===== src/rtl/rtc_pkg.sv =====
// rtc_pkg: register map, field positions and reset values of the clock/calendar
// assumes: an 8-bit register file of sixteen entries behind a two-wire slave port
package rtc_pkg;

    // register addresses, one byte each
    localparam logic [3:0] ADDR_CTRL_ONE = 4'h0;
    localparam logic [3:0] ADDR_CTRL_TWO = 4'h1;
    localparam logic [3:0] ADDR_SECONDS = 4'h2;
    localparam logic [3:0] ADDR_MINUTES = 4'h3;
    localparam logic [3:0] ADDR_HOURS = 4'h4;
    localparam logic [3:0] ADDR_DAYS = 4'h5;
    localparam logic [3:0] ADDR_WEEKDAYS = 4'h6;
    localparam logic [3:0] ADDR_MONTHS = 4'h7;
    localparam logic [3:0] ADDR_YEARS = 4'h8;
    localparam logic [3:0] ADDR_MIN_ALARM = 4'h9;
    localparam logic [3:0] ADDR_HOUR_ALARM = 4'ha;
    localparam logic [3:0] ADDR_DAY_ALARM = 4'hb;
    localparam logic [3:0] ADDR_WDAY_ALARM = 4'hc;
    localparam logic [3:0] ADDR_CLKOUT_CTRL = 4'hd;
    localparam logic [3:0] ADDR_TIMER_CTRL = 4'he;
    localparam logic [3:0] ADDR_TIMER_COUNT = 4'hf;

    // bit positions inside the registers
    localparam int BIT_TEST = 7;
    localparam int BIT_STOP = 5;
    localparam int BIT_TEST_C = 3;
    localparam int BIT_IRQ_MODE = 4;
    localparam int BIT_ALM = 3;
    localparam int BIT_TMR = 2;
    localparam int BIT_ALM_IE = 1;
    localparam int BIT_TMR_IE = 0;
    localparam int BIT_LOWV = 7;
    localparam int BIT_ALM_EN = 7;
    localparam int BIT_CKO_OFF = 7;
    localparam int BIT_TMR_EN = 7;
    localparam int BIT_SEL_HI = 1;
    localparam int BIT_SEL_LO = 0;

    // implemented bits per register, index 15 first; cleared bits hold no storage
    localparam logic [15:0][7:0] REG_MASK = {
        8'hff, 8'h83, 8'h83, 8'h87, 8'hbf, 8'hbf, 8'hff, 8'hff,
        8'h9f, 8'h07, 8'h3f, 8'h3f, 8'h7f, 8'hff, 8'h1f, 8'ha8};

    // values taken under reset, index 15 first
    localparam logic [15:0][7:0] REG_RST = {
        8'h00, 8'h03, 8'h80, 8'h80, 8'h80, 8'h80, 8'h80, 8'h00,
        8'h00, 8'h00, 8'h00, 8'h00, 8'h00, 8'h80, 8'h00, 8'h08};

    // two-wire slave byte length and seven-bit slave address width
    localparam logic [3:0] BITS_PER_BYTE = 4'h8;
    localparam int SLAVE_ADDR_W = 7;

endpackage : rtc_pkg


===== src/rtl/rtc_reg_if.sv =====
// rtc_reg_if: byte port between the two-wire engine and the register bank
// assumes: both ends on ref_clk; write is a one-cycle strobe
`timescale 1ns/10ps
interface rtc_reg_if;
    logic wr_en;        // one-cycle write strobe
    logic [3:0] addr;   // register pointer
    logic [7:0] wdata;  // byte to store
    logic [7:0] rdata;  // registered read of addr

    modport engine (output wr_en, output addr, output wdata, input rdata);
    modport bank (input wr_en, input addr, input wdata, output rdata);
endinterface : rtc_reg_if


===== src/rtl/rtc_calendar_regs.sv =====
// rtc_calendar_regs: two-wire slave and register map of the clock/calendar
// assumes: scl, sda and monitors async to ref_clk; events are ref_clk pulses
`timescale 1ns/10ps

module rtc_calendar_regs
    import rtc_pkg::*;
#(
    parameter logic [SLAVE_ADDR_W-1:0] SLAVE_ADDR = 7'h51  // bus address of this device
) (
    // clock and reset
    input wire logic ref_clk,
    input wire logic rst,
    // two-wire bus pins
    input wire logic scl_in,
    input wire logic sda_in,
    output logic sda_out,
    output logic sda_oe,
    // oscillator and supply monitors
    input wire logic osc_stopped_in,
    input wire logic supply_low_in,
    // timekeeping events
    input wire logic alarm_match,
    input wire logic timer_expired,
    // interrupt pin, open drain, low when driven
    output logic int_out,
    output logic int_oe,
    // control bits to the timekeeping logic
    output logic divider_clear,
    output logic factory_test,
    output logic factory_test_c_bit,
    output logic timer_irq_level_or_pulse,
    output logic [3:0] alarm_condition_enable,
    output logic clock_output_disable,
    output logic [1:0] clock_output_freq_sel,
    output logic timer_enable_bit,
    output logic [1:0] timer_source_sel,
    output logic [7:0] timer_countdown_value
);

    // byte engine states
    typedef enum logic [3:0] {
        ST_IDLE,        // waiting for a start
        ST_ADDR,        // shifting in the slave address byte
        ST_ADDR_ACK,    // acknowledging our address
        ST_WORD,        // shifting in the register pointer
        ST_WORD_ACK,    // acknowledging the pointer
        ST_WDATA,       // shifting in a data byte
        ST_WDATA_ACK,   // acknowledging a data byte
        ST_RDATA,       // shifting out a data byte
        ST_RACK,        // sampling the master acknowledge
        ST_WAIT         // not addressed or nack; ignore until start or stop
    } rtc_state_t;

    // filtered pins and edge history
    logic scl_s;        // filtered clock line
    logic sda_s;        // filtered data line
    logic osc_stop_s;   // filtered oscillator-stopped level
    logic vlow_s;       // filtered supply-low level
    logic scl_prev_q;   // clock line one cycle ago
    logic sda_prev_q;   // data line one cycle ago

    // decoded bus events
    logic scl_rise;     // clock line went high
    logic scl_fall;     // clock line went low
    logic start_det;    // data fell while clock high
    logic stop_det;     // data rose while clock high
    logic core_rst;     // external reset or stopped oscillator

    // engine state
    rtc_state_t state_q;
    rtc_state_t state_d;
    logic [3:0] bit_cnt_q;  // bits seen in the current byte
    logic [3:0] bit_cnt_d;
    logic [7:0] rx_q;       // receive shifter
    logic [7:0] tx_q;       // transmit shifter
    logic [7:0] tx_d;
    logic [3:0] ptr_q;      // register pointer
    logic [3:0] ptr_d;
    logic rw_q;             // read when high, taken from the address byte
    logic sda_oe_q;         // registered data-line pull-down
    logic int_oe_q;         // registered interrupt pull-down
    logic byte_full;        // eight bits received
    logic addr_hit;         // received address is ours

    // register image from the bank
    logic [15:0][7:0] regs_q;

    rtc_reg_if reg_bus ();

    // line synchronisers; idle bus lines are high
    rtc_pin_sync #(.RST_VAL(1'b1)) u_sync_scl (
        .ref_clk (ref_clk),
        .rst     (rst),
        .raw_in  (scl_in),
        .level_q (scl_s)
    );

    rtc_pin_sync #(.RST_VAL(1'b1)) u_sync_sda (
        .ref_clk (ref_clk),
        .rst     (rst),
        .raw_in  (sda_in),
        .level_q (sda_s)
    );

    // monitors reset to the quiet level
    rtc_pin_sync #(.RST_VAL(1'b0)) u_sync_osc (
        .ref_clk (ref_clk),
        .rst     (rst),
        .raw_in  (osc_stopped_in),
        .level_q (osc_stop_s)
    );

    rtc_pin_sync #(.RST_VAL(1'b0)) u_sync_vlow (
        .ref_clk (ref_clk),
        .rst     (rst),
        .raw_in  (supply_low_in),
        .level_q (vlow_s)
    );

    // a stopped oscillator holds all but the pin synchronisers in reset
    assign core_rst = rst | osc_stop_s;

    // edge history of the filtered lines
    always_ff @(posedge ref_clk) begin
        if (core_rst) begin
            scl_prev_q <= 1'b1;
            sda_prev_q <= 1'b1;
        end else begin
            scl_prev_q <= scl_s;
            sda_prev_q <= sda_s;
        end
    end

    // bus event decode; both lines are filtered so start/stop never alias a bit
    assign scl_rise = scl_s & ~scl_prev_q;
    assign scl_fall = ~scl_s & scl_prev_q;
    assign start_det = scl_s & scl_prev_q & sda_prev_q & ~sda_s;
    assign stop_det = scl_s & scl_prev_q & ~sda_prev_q & sda_s;
    assign byte_full = (bit_cnt_q == BITS_PER_BYTE);
    assign addr_hit = (rx_q[7:1] == SLAVE_ADDR);

    // next state, bit count, pointer and transmit byte
    always_comb begin
        state_d = state_q;
        bit_cnt_d = bit_cnt_q;
        ptr_d = ptr_q;
        tx_d = tx_q;
        if (start_det) begin
            // also a repeated start
            state_d = ST_ADDR;
            bit_cnt_d = 4'h0;
        end else if (stop_det) begin
            state_d = ST_IDLE;
        end else begin
            unique case (state_q)
                ST_IDLE, ST_WAIT: begin
                    state_d = state_q;
                end
                ST_ADDR: begin
                    if (scl_rise) begin
                        bit_cnt_d = bit_cnt_q + 4'h1;
                    end else if (scl_fall && byte_full) begin
                        state_d = addr_hit ? ST_ADDR_ACK : ST_WAIT;
                    end
                end
                ST_ADDR_ACK: begin
                    if (scl_fall) begin
                        bit_cnt_d = 4'h0;
                        if (rw_q) begin
                            // first read byte comes from the current pointer
                            state_d = ST_RDATA;
                            tx_d = reg_bus.rdata;
                            ptr_d = ptr_q + 4'h1;
                        end else begin
                            state_d = ST_WORD;
                        end
                    end
                end
                ST_WORD: begin
                    if (scl_rise) begin
                        bit_cnt_d = bit_cnt_q + 4'h1;
                    end else if (scl_fall && byte_full) begin
                        // upper pointer bits have no register behind them
                        state_d = ST_WORD_ACK;
                        ptr_d = rx_q[3:0];
                    end
                end
                ST_WORD_ACK, ST_WDATA_ACK: begin
                    if (scl_fall) begin
                        state_d = ST_WDATA;
                        bit_cnt_d = 4'h0;
                    end
                end
                ST_WDATA: begin
                    if (scl_rise) begin
                        bit_cnt_d = bit_cnt_q + 4'h1;
                    end else if (scl_fall && byte_full) begin
                        state_d = ST_WDATA_ACK;
                        ptr_d = ptr_q + 4'h1;
                    end
                end
                ST_RDATA: begin
                    if (scl_fall) begin
                        tx_d = {tx_q[6:0], 1'b0};
                        bit_cnt_d = bit_cnt_q + 4'h1;
                        if (bit_cnt_q == BITS_PER_BYTE - 4'h1) begin
                            state_d = ST_RACK;
                        end
                    end
                end
                ST_RACK: begin
                    if (scl_rise && sda_s) begin
                        // master nack ends the read
                        state_d = ST_WAIT;
                    end else if (scl_fall) begin
                        state_d = ST_RDATA;
                        bit_cnt_d = 4'h0;
                        tx_d = reg_bus.rdata;
                        ptr_d = ptr_q + 4'h1;
                    end
                end
            endcase
        end
    end

    // engine registers; bus logic starts over while the oscillator is stopped
    always_ff @(posedge ref_clk) begin
        if (core_rst) begin
            state_q <= ST_IDLE;
            bit_cnt_q <= 4'h0;
            ptr_q <= 4'h0;
            tx_q <= 8'h00;
        end else begin
            state_q <= state_d;
            bit_cnt_q <= bit_cnt_d;
            ptr_q <= ptr_d;
            tx_q <= tx_d;
        end
    end

    // receive shifter samples the data line on each rising clock edge
    always_ff @(posedge ref_clk) begin
        if (core_rst) begin
            rx_q <= 8'h00;
        end else if (scl_rise) begin
            rx_q <= {rx_q[6:0], sda_s};
        end
    end

    // direction bit is latched when the address byte completes
    always_ff @(posedge ref_clk) begin
        if (core_rst) begin
            rw_q <= 1'b0;
        end else if (state_q == ST_ADDR && scl_fall && byte_full) begin
            rw_q <= rx_q[0];
        end
    end

    // data-line pull-down follows the next state so it moves with the low clock
    always_ff @(posedge ref_clk) begin
        if (core_rst) begin
            sda_oe_q <= 1'b0;
        end else begin
            unique case (state_d)
                ST_ADDR_ACK, ST_WORD_ACK, ST_WDATA_ACK: begin
                    sda_oe_q <= 1'b1;
                end
                ST_RDATA: begin
                    sda_oe_q <= ~tx_d[7];
                end
                default: begin
                    sda_oe_q <= 1'b0;
                end
            endcase
        end
    end

    assign sda_out = 1'b0;
    assign sda_oe = sda_oe_q;

    // byte port into the bank; one write per acknowledged data byte
    assign reg_bus.wr_en = (state_q == ST_WDATA) && scl_fall && byte_full && !start_det
        && !stop_det;
    assign reg_bus.addr = ptr_q;
    assign reg_bus.wdata = rx_q;

    // register storage; the layout lives in the mask and reset tables
    rtc_reg_bank u_bank (
        .ref_clk   (ref_clk),
        .rst       (core_rst),
        .bus       (reg_bus),
        .alarm_set (alarm_match),
        .timer_set (timer_expired),
        .vlow_set  (vlow_s),
        .regs_q    (regs_q)
    );

    // interrupt is the or of the enabled flags; pulse shaping sits downstream
    always_ff @(posedge ref_clk) begin
        if (core_rst) begin
            int_oe_q <= 1'b0;
        end else begin
            int_oe_q <= (regs_q[ADDR_CTRL_TWO][BIT_ALM] & regs_q[ADDR_CTRL_TWO][BIT_ALM_IE])
                | (regs_q[ADDR_CTRL_TWO][BIT_TMR] & regs_q[ADDR_CTRL_TWO][BIT_TMR_IE]);
        end
    end

    assign int_out = 1'b0;
    assign int_oe = int_oe_q;

    // stop bit clears the divider chain; the 32.768 kHz output keeps running
    assign divider_clear = regs_q[ADDR_CTRL_ONE][BIT_STOP];

    // control fields straight from register flops
    assign factory_test = regs_q[ADDR_CTRL_ONE][BIT_TEST];
    assign factory_test_c_bit = regs_q[ADDR_CTRL_ONE][BIT_TEST_C];
    assign timer_irq_level_or_pulse = regs_q[ADDR_CTRL_TWO][BIT_IRQ_MODE];

    // alarm enables, one per alarm register
    assign alarm_condition_enable = {regs_q[ADDR_WDAY_ALARM][BIT_ALM_EN],
        regs_q[ADDR_DAY_ALARM][BIT_ALM_EN], regs_q[ADDR_HOUR_ALARM][BIT_ALM_EN],
        regs_q[ADDR_MIN_ALARM][BIT_ALM_EN]};

    // clock output control
    assign clock_output_disable = regs_q[ADDR_CLKOUT_CTRL][BIT_CKO_OFF];
    assign clock_output_freq_sel = regs_q[ADDR_CLKOUT_CTRL][BIT_SEL_HI:BIT_SEL_LO];

    // timer control and value
    assign timer_enable_bit = regs_q[ADDR_TIMER_CTRL][BIT_TMR_EN];
    assign timer_source_sel = regs_q[ADDR_TIMER_CTRL][BIT_SEL_HI:BIT_SEL_LO];
    assign timer_countdown_value = regs_q[ADDR_TIMER_COUNT];

endmodule : rtc_calendar_regs


===== src/rtl/rtc_pin_sync.sv =====
// rtc_pin_sync: three-stage synchroniser with a two-stage agreement filter
// assumes: raw input is asynchronous to ref_clk
`timescale 1ns/10ps
module rtc_pin_sync #(
    parameter logic RST_VAL = 1'b0
) (
    // clock and reset
    input wire logic ref_clk,
    input wire logic rst,
    // raw pin and filtered level
    input wire logic raw_in,
    output logic level_q
);
    logic meta_q;   // first stage, read only by stage two
    logic s2_q;     // second stage
    logic s3_q;     // third stage

    // shift chain; the output only moves once stages two and three agree
    always_ff @(posedge ref_clk) begin
        if (rst) begin
            meta_q <= RST_VAL;
            s2_q <= RST_VAL;
            s3_q <= RST_VAL;
            level_q <= RST_VAL;
        end else begin
            meta_q <= raw_in;
            s2_q <= meta_q;
            s3_q <= s2_q;
            if (s2_q == s3_q) begin
                level_q <= s2_q;
            end
        end
    end
endmodule : rtc_pin_sync


===== src/rtl/rtc_reg_bank.sv =====
// rtc_reg_bank: sixteen byte registers with masks, sticky flags and reset values
// assumes: rst already merges the external reset and the oscillator-stop reset
`timescale 1ns/10ps
module rtc_reg_bank
    import rtc_pkg::*;
(
    // clock and reset
    input wire logic ref_clk,
    input wire logic rst,
    // byte port from the two-wire engine
    rtc_reg_if.bank bus,
    // hardware flag sources
    input wire logic alarm_set,
    input wire logic timer_set,
    input wire logic vlow_set,
    // whole register image for the control outputs
    output logic [15:0][7:0] regs_q
);
    logic [15:0][7:0] regs_d;   // next register image

    // write merge and flag setting; a set in the clear cycle still wins
    always_comb begin
        regs_d = regs_q;
        if (bus.wr_en) begin
            regs_d[bus.addr] = bus.wdata & REG_MASK[bus.addr];
            if (bus.addr == ADDR_CTRL_TWO) begin
                // flags only ever clear on a written zero
                regs_d[ADDR_CTRL_TWO][BIT_ALM] &= regs_q[ADDR_CTRL_TWO][BIT_ALM];
                regs_d[ADDR_CTRL_TWO][BIT_TMR] &= regs_q[ADDR_CTRL_TWO][BIT_TMR];
            end
        end
        if (alarm_set) begin
            regs_d[ADDR_CTRL_TWO][BIT_ALM] = 1'b1;
        end
        if (timer_set) begin
            regs_d[ADDR_CTRL_TWO][BIT_TMR] = 1'b1;
        end
        if (vlow_set) begin
            regs_d[ADDR_SECONDS][BIT_LOWV] = 1'b1;
        end
    end

    // storage; reset clears all but the documented set-to-one bits
    always_ff @(posedge ref_clk) begin
        if (rst) begin
            regs_q <= REG_RST;
        end else begin
            regs_q <= regs_d;
        end
    end

    // registered read port; unimplemented bits are never stored so read zero
    always_ff @(posedge ref_clk) begin
        if (rst) begin
            bus.rdata <= 8'h00;
        end else begin
            bus.rdata <= regs_q[bus.addr] & REG_MASK[bus.addr];
        end
    end
endmodule : rtc_reg_bank


===== config.mk =====
export PLATFORM = sky130hd
export DESIGN_NAME = rtc_calendar_regs
export DESIGN_NICKNAME = d
export VERILOG_FILES = /design/src/rtl/rtc_pkg.sv /design/src/rtl/rtc_reg_if.sv /design/src/rtl/rtc_calendar_regs.sv /design/src/rtl/rtc_pin_sync.sv /design/src/rtl/rtc_reg_bank.sv
export SDC_FILE = /design/constraint.sdc
export NUM_CORES = 1
export LEC_CHECK = 0
export ABC_CLOCK_PERIOD_IN_PS = 4900
export BUFFER_PORTS_ARGS = -buffer_cell sky130_fd_sc_hd__buf_2
export CORE_ASPECT_RATIO = 2
export CORE_UTILIZATION = 28
export CTS_CLUSTER_DIAMETER = 120
export DETAILED_ROUTE_END_ITERATION = 10
export SLEW_MARGIN = 20
export SYNTH_ARGS = -nofsm -noshare
export SYNTH_HDL_FRONTEND = slang
export SYNTH_SLANG_ARGS = --single-unit

===== constraint.sdc =====
create_clock -name ref_clk -period 4.9 [get_ports ref_clk]
set_input_delay 0.98 -clock ref_clk [delete_from_list [all_inputs] [get_ports ref_clk]]
set_output_delay 0.98 -clock ref_clk [all_outputs]
set_load 0.02 [all_outputs]

==> results of run 1 <==
[Yosys cell counts (4+ instances only)]
master and number:
dfxtp_1 192, buf_2 8, o31ai_1 4, a222oi_1 6, o21bai_1 4, inv_1 11
nor3_1 7, ha_1 10, nor2_1 266, a21oi_1 142, or3_1 4, or2_2 7
mux4_2 40, clkbuf_1 53, nand2_1 68, buf_4 19, nand3_1 6, o211ai_1 12
nor2b_1 12, a22oi_1 5, and3_1 10, nand2b_1 4, mux2i_1 8, o21ai_0 6
and2_1 5
[worst reg2reg max path: cells and delay by family, from the launching register on]
| family | cells | cell delay (ps) |
|---|---|---|
| flops | 1 | 780 |
| simple gates | 3 | 980 |
| compound gates | 2 | 180 |
| mux | 2 | 700 |
| fa+ha+maj | 1 | 270 |
| buf+inv | 1 | 120 |
[metal layers]
| layer | GRT usage, % | vias to the layer above | part of all wire, % |
|---|---|---|---|
| met1 | 14.5 | 3126 | 37 |
| met2 | 27.7 | 166 | 54 |
| li1 | - | 3224 | - |
| met3 | 2.47 | 64 | 2.9 |
| met4 | 11.6 | 0 | 6.2 |
| met5 | 0 | - | 0 |
[metrics by stage]
step	hold slack, ps	setup slack, ps	instance area, um^2
final	420	1730	9260
after global routing	439	1550	9260
after CTS	421	1810	9260
after detailed placement	403	1830	8680
after global placement	393	1890	8680
after floorplan	389	2380	8420
[sequential cells by signal, summed over array words and instances, names as in the netlist, 4 cells and up, named ones only]
name              count
state_q               4
ptr_q                 4
bit_cnt_q             4
u_bank.regs_q       128
u_bank.bus.rdata      8
tx_q                  8
reg_bus.wdata         8
[placed cells by master, fill, tap and decap left out, types with 10 or more instances in the layout]
| cell | n |
|---|---|
| nor2_1 | 266 |
| dfxtp_1 | 191 |
| a21oi_1 | 142 |
| nand2_1 | 68 |
| mux4_2 | 40 |
| buf_2 | 31 |
| clkbuf_16 | 17 |
| nor2b_1 | 12 |
| o211ai_1 | 12 |
| inv_1 | 11 |
| and3_1 | 10 |
| ha_1 | 10 |
[area by class of cell]
class                      count  area share, %
clock buffer                  17           4.59
multi-input combinational    676           44.7
clock inverter                15           1.62
tap                          364           4.92
timing repair buffer          36           2.08
sequential                   192           41.5
inverter                      13          0.527
[logic make-up after synthesis]
logic type	Yosys count	share of synthesized area (%)
buffers and inverters	95	5.20
xor gates and xnor gates	4	0.416
and+or+nand+nor	411	21.3
other	1	0.0445
muxes	48	11.7
adders and majority gates	10	1.49
DFF	192	45.7
AOI/OAI and AO/OA	201	14.3
[report_power, final]
group / internal (mW) / total, mW / switching (mW)
Clock: 0.673 / 1.35 / 0.676
Combinational: 0.232 / 0.537 / 0.305
Sequential: 1.60 / 1.68 / 0.0856
[worst min-delay path by stage]
stage                                 start               to  slack, ps  cells after the start
final                     u_sync_sda.meta_q  u_sync_sda.s2_q        420                      1
after detailed placement  u_sync_sda.meta_q  u_sync_sda.s2_q        400                      1
after CTS                 u_sync_sda.meta_q  u_sync_sda.s2_q        420                      1
after floorplan           u_sync_scl.meta_q  u_sync_scl.s2_q        390                      1
after global routing      u_sync_sda.meta_q  u_sync_sda.s2_q        440                      1
after global placement    u_sync_scl.meta_q  u_sync_scl.s2_q        390                      1
==> summary.txt, run 1 <==
Yosys
  – Syn avg cell area: ~8.8 um^2
  – Cell taking the most area after synthesis: dfxtp_1
  – Top FF cell, synth: dfxtp_1
  – Post-synthesis async set-or-reset flop share: 0%
  – Flop and latch count out of synthesis: ~190
  – Synth Instances: just under 1000
  – Yosys warnings: 0
  – Largest cells by area after synthesis: dfxtp_1 (46%), nor2_1 (12%), mux4_2 (11%), a21oi_1 (8.4%), nand2_1 (3.0%)
  – Post-Syn Area: between 0.008 and 0.009 mm^2
  – Sequential area share after synthesis: a little under half
  – Post-synth EDFFs: 0
  – Post-synth cell types: 61
  – Share of the synthesized area in the top cell type: a little under half

Clocking
  – # Post-CTS Setup Buffers: 0
  – Clock latency at the later pin of the worst-skew pair: approximately 450 ps
  – Post-CTS sizing: 0
  – Clock sinks: ~190
  – Post-CTS Hold Fix Bufs: 0
  – Root buf cell: clkbuf_16
  – Clock slew at reported path FFs: about 80 ps
  – H-tree depth: 4
  – TritonCTS Buffers: 17
  – Max Buffers Root-to-Sink: 2
  – CTS tree: built

GRT
  – Vias in the first global route: roughly 6400
  – Initial antenna violation count: 0
  – Overflow after GRT: 0
  – GRT Resource Usage Total: between 10% and 20%
  – First-pass GRT wire length: around 35 mm
  – Largest net degree at the start of global routing: a little under 80

Timing
  – Setup TNS: 0 ps
  – Layout Skew: roughly 14 ps
  – F_max: 315 MHz
  – Final Slew Violations: 0
  – RSZ-0062 raised after global routing: no
  – Slew HR: between 40% and 50%
  – # setup viols final: 0
  – Slew @ Worst Pin: 878 ps
  – Period utilisation layout: roughly 65%
  – Minimum clock period: 3170 ps
  – Final Hold Vio Count: 0

Route
  – Iter 0 DRT Violations: approximately 420
  – Detailed-route DRC error count: 0
  – Vias per inst: roughly 5
  – Antenna-violating nets left: 0
  – Wire per inst: about 17 um
  – Detailed-route wire length: roughly 22 mm
  – Number of detailed-route iterations in the first pass: 5
  – Via count: 6580

Floorplan
  – Die area: a little over 0.03 mm^2
  – I/O pins: 34
  – Core box area: 0.0295 mm^2
  – Die width: approximately 120 um
  – Initial Util: between 20 and 30%
  – Die Height: about 250 um
  – Site Rows: 89

Status
  – Outcome: finished clean

Power and ir drop
  – Worst IR drop on VDD: roughly 0.23 mV
  – Final Power: roughly 3.6 mW
  – Pleak: around 3.3 nW
  – Power Density: ~390 mW/mm^2

Setup path
  – Worst setup path startpoint: state_q[3]
  – Most frequent CP cell: mux2i_1
  – Crit path depth: 9
  – Startpoint Class: flop
  – CP Data Arrival Time: 3490 ps
  – CP top delay family: simple AND/OR/NAND/NOR gates
  – Slowest cell on the critical path: dfxtp_1
  – R2R Path Start: state_q[3]
  – Reg2Reg Depth: 9
  – CP Capture Type: flop
  – Largest stage delay on the critical path: between 700 and 800 ps
  – Worst-path cell chain: nor4b_1 -> a32oi_1 -> nand2_1 -> or2_0 -> mux2i_1 -> inv_2 -> ha_1 -> mux2i_1 -> a22oi_1
  – R2R Setup Slk: 1730 ps
  – Worst path bufs/invs: 1
  – Crit Path Class: reg2reg
  – CP required: around 5200 ps
  – Crit-path max FO: 21

Placed design
  – Post-DP HPWL: roughly 16 mm
  – PortBufs: 31
  – Placed Cells: 1281
  – Gp weighted congestion: slightly below 0.9

Flow run
  – Max_cap viols: 0

Worst hold path
  – Hold Path Class: reg2reg

Layout
  – FF+latch area: a little under 0.004 mm^2
  – Area of the multi-input gates: approximately 0.0041 mm^2
  – Layout Cells excl Fill: roughly 1300
  – Post-Route Utilization: about a third
  – Filler cells: 3050
  – Area Growth Syn to Fin: 10.0%
  – Fin nets: between 900 and 1000
  – Number of diodes: 0
  – Share of layout cells above drive strength 1: around 13%
(Power assumes the default switching activity.)
==> run 2, diff against run 1 <==
--- a/config.mk
+++ b/config.mk
@@ -5,7 +5,7 @@
 export SDC_FILE = /design/constraint.sdc
 export NUM_CORES = 1
 export LEC_CHECK = 0
-export ABC_CLOCK_PERIOD_IN_PS = 4900
+export ABC_CLOCK_PERIOD_IN_PS = 3100
 export BUFFER_PORTS_ARGS = -buffer_cell sky130_fd_sc_hd__buf_2
 export CORE_ASPECT_RATIO = 2
 export CORE_UTILIZATION = 28
==> constraint.sdc (replaced) <==
create_clock -name ref_clk -period 3.1 [get_ports ref_clk]
set_input_delay 0.62 -clock ref_clk [delete_from_list [all_inputs] [get_ports ref_clk]]
set_output_delay 0.62 -clock ref_clk [all_outputs]
set_load 0.02 [all_outputs]
==> run 2 against run 1 <==
Core utilization increased by 0.67 points. Non-clock buffer count increased by 19. Setup slack got worse by 1400 ps. Highest routed layer unchanged. Wire length increased by 1.4%. Final cell count increased by 1.4%. Sequential power increased by 58%. Clock power increased by 65%. Design area increased by 2.1%. Largest cell class unchanged. Clock-buffer cell count increased by 2.
==> summary.txt, run 2 (synthesis results as in run 1) <==
Status
  – Outcome: finished clean

Placed design
  – PortBufs: 31 (unchanged)
  – Post-DP HPWL: 16.1 mm (+2.4%)
  – Placed Cells: 1300 (+1.5%)
  – Gp weighted congestion: 0.893 (+0.37%)
  – Placed instance area: 0.00886 mm^2 (+2.1%)

Clocking
  – CTS tree: built
  – # Post-CTS Setup Buffers: 0 (unchanged)
  – Clock latency at the later pin of the worst-skew pair: 450 ps (about the same)
  – Clock slew at reported path FFs: 80 ps (about the same)
  – Post-CTS sizing: 0 (unchanged)
  – Clock sinks: 192 (unchanged)
  – Post-CTS Hold Fix Bufs: 0 (unchanged)
  – H-tree depth: 4 (unchanged)
  – Max Buffers Root-to-Sink: 2 (unchanged)
  – TritonCTS Buffers: 17 (unchanged)
  – Root buf cell: clkbuf_16

Floorplan
  – Die area: 0.0308 mm^2 (unchanged)
  – Die Height: 247 um (unchanged)
  – I/O pins: 34 (unchanged)
  – Site Rows: 89 (unchanged)
  – Core box area: 0.0295 mm^2 (unchanged)
  – Initial Util: 28.5% (unchanged)
  – Die width: 125 um (unchanged)

Power and ir drop
  – Switching power: 1.67 mW (+56%)
  – Sw Share: 28.8% (-1.1 points)
  – Proportion of power drawn by the clock network: 38.5% (+0.7 points)
  – Worst IR drop on VDD: 0.305 mV (+32%)
  – Comb pwr share: 15.5% (+0.5 points)
  – Register share of total power: 46.0% (-1.2 points)
  – Pleak: 3.39 nW (+3.4%)
  – Internal: 4.12 mW (+64%)
  – Power Density: 612 mW/mm^2 (+59%)

GRT
  – Initial antenna violation count: 0 (unchanged)
  – First-pass GRT wire length: 35.8 mm (+1.6%)
  – GRT Resource Usage Total: 15.1% (+0.23 points)
  – Overflow after GRT: 0 (unchanged)
  – Largest net degree at the start of global routing: 129 (+65%)
  – Vias in the first global route: 6632 (+3.6%)

Route
  – Met2 wire length: 12.2 mm (+3.1%)
  – Antenna-violating nets left: 0 (unchanged)
  – Met3 Routed Length: 648 um (+1.9%)
  – Wire per inst: 16.7 um (about the same)
  – Iter 0 DRT Violations: 394 (-6.9%)
  – Detailed-route DRC error count: 0 (unchanged)
  – Vias per inst: 5.00 (-0.15%)
  – Number of detailed-route iterations in the first pass: 5 (unchanged)
  – Detailed-route wire length: 22.3 mm (+1.4%)
  – Via count: 6665 (+1.3%)
  – Highest routed layer: met4
  – M1 WL: 8.20 mm (+0.79%)

Setup path
  – CP Capture Type: flop
  – Worst-path cell chain: nor4b_1 -> a32oi_1 -> nand2_1 -> or2_0 -> mux2i_1 -> inv_2 -> ha_1 -> mux2i_1 -> a22oi_1
  – Slowest cell on the critical path: dfxtp_1
  – Most frequent CP cell: mux2i_1
  – Startpoint Class: flop
  – CP required: 3410 ps (-1810 ps)
  – Crit Path Class: reg2reg
  – CP Data Arrival Time: 3050 ps (-440 ps)
  – Largest stage delay on the critical path: 530 ps (-250 ps)
  – CP top delay family: simple AND/OR/NAND/NOR gates
  – Worst path bufs/invs: 1 (unchanged)
  – Crit-path max FO: 10 (-52%)

Timing
  – Minimum clock period: 2740 ps (-428 ps)
  – RSZ-0062 raised after global routing: no
  – Final Hold Vio Count: 0 (unchanged)
  – Slew HR: 44.6% (+3.2 points)
  – Slew @ Worst Pin: 829 ps (-49.5 ps)
  – Layout Skew: 14.8 ps (+1.25 ps)
  – Period utilisation layout: 88.5% (+24 points)
  – Setup TNS: 0 ps (unchanged)
  – # setup viols final: 0 (unchanged)
  – Final Slew Violations: 0 (unchanged)
  – F_max: 365 MHz (+16%)

Layout
  – Most common cell after layout, fill and taps aside: nor2_1
  – Share of layout cells above drive strength 1: 15.1% (+1.7 points)
  – Most flop-heavy register: u_bank.regs_q
  – Number of diodes: 0 (unchanged)
  – Final Cell Area: 0.00946 mm^2 (+2.1%)
  – Fin nets: 973 (+2.0%)
  – Area Growth Syn to Fin: 12.4%
  – Layout Cells excl Fill: 1332 (+1.4%)
  – Most frequent cells in the layout: nor2_1 (266), dfxtp_1 (191), a21oi_1 (142), nand2_1 (68), mux4_2 (40)
  – Max reg flops: 128 (unchanged)

Worst hold path
  – Hold Path Class: in2reg

Flow run
  – Max_cap viols: 0 (unchanged)
[run 2: cell types whose count changed in the layout (fill, tap and decap cells not counted), sizes merged]
cell | previous run | this run
buf | 36 | 55
bufinv | 0 | 1
clkbuf | 17 | 19
clkinv | 8 | 3
inv | 18 | 20
[run 2: path summary, 6_finish.rpt]
path                       endpoint  slack (ps)              start  depth (start not counted)
setup / recovery               flop         360         state_q[3]                          9
hold / removal    u_sync_scl.meta_q         340             scl_in                          2
setup reg to reg               flop         360         state_q[3]                          9
hold reg to reg     u_sync_scl.s2_q         410  u_sync_scl.meta_q                          1
[run 2: layout make-up]
class,count,area [um^2]
Clock inverter,13,140
Timing Repair Buffer,55,373
Multi-Input combinational cell,676,4140
Tap cell,364,455
Inverter,13,48.8
Fill cell,3035,20100
Clock buffer,19,453
Sequential cell,192,3840
[run 2: routing by layer]
metal	vias to the layer above	global-route usage [%]
met1	3150	14.3
li1	3280	-
met2	177	29.1
met4	0	10.1
met5	-	0
met3	58	2.73
[run 2: per-stage QoR]
step	worst slack (ps)	util (%)	hold slack (ps)	power, mW
after floorplan	580	-	389	3.35
after CTS	447	32.1	326	5.84
after detailed placement	479	30.0	393	3.62
after global placement	514	30.0	390	3.62
final	357	32.1	341	5.79
after global routing	152	32.1	346	6.04
[run 2: power groups by stage]
stage          logic [mW]  clock network, mW  registers (mW)
6_report            0.898               2.23            2.66
4_1_cts             0.901               2.27            2.66
3_3_place_gp        0.896                  0            2.72
5_1_grt             0.984               2.38            2.67
3_5_place_dp        0.898                  0            2.72
2_1_floorplan       0.737                  0            2.61
==> run 3, diff against run 2 <==
--- a/config.mk
+++ b/config.mk
@@ -11,6 +11,7 @@
 export CORE_UTILIZATION = 28
 export CTS_CLUSTER_DIAMETER = 120
 export DETAILED_ROUTE_END_ITERATION = 10
+export GPL_TIMING_DRIVEN = 0
 export SLEW_MARGIN = 20
 export SYNTH_ARGS = -nofsm -noshare
 export SYNTH_HDL_FRONTEND = slang
==> run 3 against run 2 <==
Via count increased by 4.2%. First-iteration DRC count is 24% higher. Total power increased by 1.1%. Clock skew is 2.2 ps lower. Non-clock buffer count rose by 58. Sequential share of layout area down 0.86 points. Register-to-register slack lost 130 ps. Die area did not move. Critical path type unchanged. Largest power group unchanged. Highest routed layer unchanged.
==> summary.txt, run 3 (synthesis results as in run 1) <==
Status
  – Outcome: finished clean

Layout
  – Fin nets: 1031 (+6.0%)
  – Number of diodes: 0 (unchanged)
  – Area Growth Syn to Fin: 14.7%
  – Layout Cells excl Fill: 1390 (+4.4%)
  – Share of layout cells above drive strength 1: 14.9% (-0.17 points)
  – Final Cell Area: 0.00966 mm^2 (+2.1%)
  – Most flop-heavy register: u_bank.regs_q
  – Most common cell after layout, fill and taps aside: nor2_1
  – Most frequent cells in the layout: nor2_1 (266), dfxtp_1 (192), a21oi_1 (142), nand2_1 (68), clkbuf_1 (51)
  – Max reg flops: 128 (unchanged)

Route
  – Vias per inst: 5.00 (-0.15%)
  – Number of detailed-route iterations in the first pass: 5 (unchanged)
  – Detailed-route DRC error count: 0 (unchanged)
  – Wire per inst: 17.8 um (+6.5%)
  – Iter 0 DRT Violations: 487 (+24%)
  – Via count: 6945 (+4.2%)
  – Detailed-route wire length: 24.8 mm (+11%)
  – Antenna-violating nets left: 0 (unchanged)

Setup path
  – Crit Path Class: reg2reg
  – Crit-path max FO: 10 (unchanged)
  – Worst-path cell chain: buf_4 -> nand2_1 -> nor4_2 -> o21bai_1 -> a2111o_1 -> a211oi_1
  – Largest stage delay on the critical path: 720 ps (+190 ps)
  – Startpoint Class: flop
  – CP Data Arrival Time: 3240 ps (+190 ps)
  – Worst path bufs/invs: 1 (unchanged)
  – CP top delay family: compound AO/OA/AOI/OAI gates
  – CP Capture Type: flop
  – CP required: 3470 ps (+60 ps)
  – Slowest cell on the critical path: nor4_2

Power and ir drop
  – Worst IR drop on VDD: 0.304 mV (-0.44%)
  – Comb pwr share: 17.5% (+2.0 points)
  – Pleak: 3.47 nW (+2.4%)
  – Internal: 4.14 mW (+0.45%)
  – Power Density: 606 mW/mm^2 (-1.0%)
  – Proportion of power drawn by the clock network: 38.7% (+0.2 points)
  – Sw Share: 29.3% (+0.45 points)
  – Switching power: 1.71 mW (+2.7%)
  – Register share of total power: 43.9% (-2.1 points)

Timing
  – Final Hold Vio Count: 0 (unchanged)
  – F_max: 348 MHz (-4.6%)
  – # setup viols final: 0 (unchanged)
  – Slew HR: 38.4% (-6.2 points)
  – Layout Skew: 12.6 ps (-2.15 ps)
  – Period utilisation layout: 92.8% (+4.3 points)
  – Minimum clock period: 2880 ps (+133 ps)
  – Setup WS post-layout: 223 ps (-133 ps)
  – Slew @ Worst Pin: 916 ps (+87.1 ps)
  – RSZ-0062 raised after global routing: no
  – Final Slew Violations: 0 (unchanged)

Worst hold path
  – Hold Path Class: in2reg

Clocking
  – CTS tree: built
  – # Post-CTS Setup Buffers: 0 (unchanged)
  – Root buf cell: clkbuf_16
  – Max Buffers Root-to-Sink: 2 (unchanged)
  – Clock sinks: 192 (unchanged)
  – Clock slew at reported path FFs: 80 ps (about the same)
  – TritonCTS Buffers: 17 (unchanged)
  – Post-CTS Hold Fix Bufs: 0 (unchanged)
  – Clock latency at the later pin of the worst-skew pair: 460 ps (about the same)
  – H-tree depth: 4 (unchanged)

Flow run
  – Max_cap viols: 0 (unchanged)

Placed design
  – Placed instance area: 0.00903 mm^2 (+1.9%)
  – Post-DP HPWL: 19.2 mm (+19%)
  – PortBufs: 31 (unchanged)
  – Placed Cells: 1358 (+4.5%)
  – Gp weighted congestion: 0.885 (-0.93%)
  – Setup WS pre-CTS: -343 ps (-822 ps)

GRT
  – Overflow after GRT: 0 (unchanged)
  – Vias in the first global route: 6917 (+4.3%)
  – Initial antenna violation count: 0 (unchanged)
  – Largest net degree at the start of global routing: 19 (-85%)
  – GRT Resource Usage Total: 16.5% (+1.4 points)
  – First-pass GRT wire length: 38.3 mm (+7.2%)

Floorplan
  – Site Rows: 89 (unchanged)
  – Initial Util: 28.5% (unchanged)
  – I/O pins: 34 (unchanged)
  – Core box area: 0.0295 mm^2 (unchanged)
  – Die area: 0.0308 mm^2 (unchanged)
  – Die Height: 247 um (unchanged)
  – Die width: 125 um (unchanged)
-- run 3: cell type report --
| cell class | count | area, um^2 |
|---|---|---|
| tap | 364 | 455 |
| buffer | 82 | 394 |
| clock inverter | 12 | 139 |
| clock buffer | 20 | 467 |
| sequential | 192 | 3840 |
| multi-input combinational | 676 | 4160 |
| inverter | 13 | 48.8 |
| fill | 3009 | 19900 |
| timing repair buffer | 31 | 155 |
-- run 3: timing repair --
item                       CTS  global route
cloned                       0             0
setup endpoints to repair   12             4
resized for setup            2             5
-- run 3: worst paths after layout --
| check | slack (ps) | cells past startpoint | from | to |
|---|---|---|---|---|
| max | 220 | 6 | state_q[1] | sda_oe |
| min | 340 | 2 | sda_in | u_sync_sda.meta_q |
| max reg2reg | 220 | 6 | state_q[1] | sda_oe |
| min reg2reg | 420 | 1 | u_sync_scl.meta_q | u_sync_scl.s2_q |
-- run 3: stage by stage --
| step | utilization [%] | TNS [ps] | total power [mW] | hold slack, ps |
|---|---|---|---|---|
| 2_1_floorplan | - | 0 | 3.35 | 389 |
| 3_3_place_gp | 30.6 | -1280 | 3.61 | 391 |
| 3_5_place_dp | 30.6 | -1560 | 3.62 | 398 |
| 4_1_cts | 32.7 | 0 | 5.87 | 335 |
| 5_1_grt | 32.7 | 0 | 6.05 | 334 |
| 6_report | 32.7 | 0 | 5.85 | 342 |
-- run 3: layer usage --
layer | up-vias | routed length (um) | track usage, %
li1 | 3390 | - | -
met1 | 3274 | 8160 | 14.1
met2 | 195 | 13700 | 32.2
met3 | 86 | 878 | 2.81
met4 | 0 | 2070 | 14.3
met5 | - | 0 | 0
-- run 3: power by group through the flow --
stage	sequential, mW	combinational, mW	clock, mW
floorplan	2.61	0.737	0
global placement	2.62	0.993	0
detailed placement	2.62	1.00	0
CTS	2.56	1.01	2.29
global route	2.57	1.09	2.39
finish	2.56	1.02	2.26
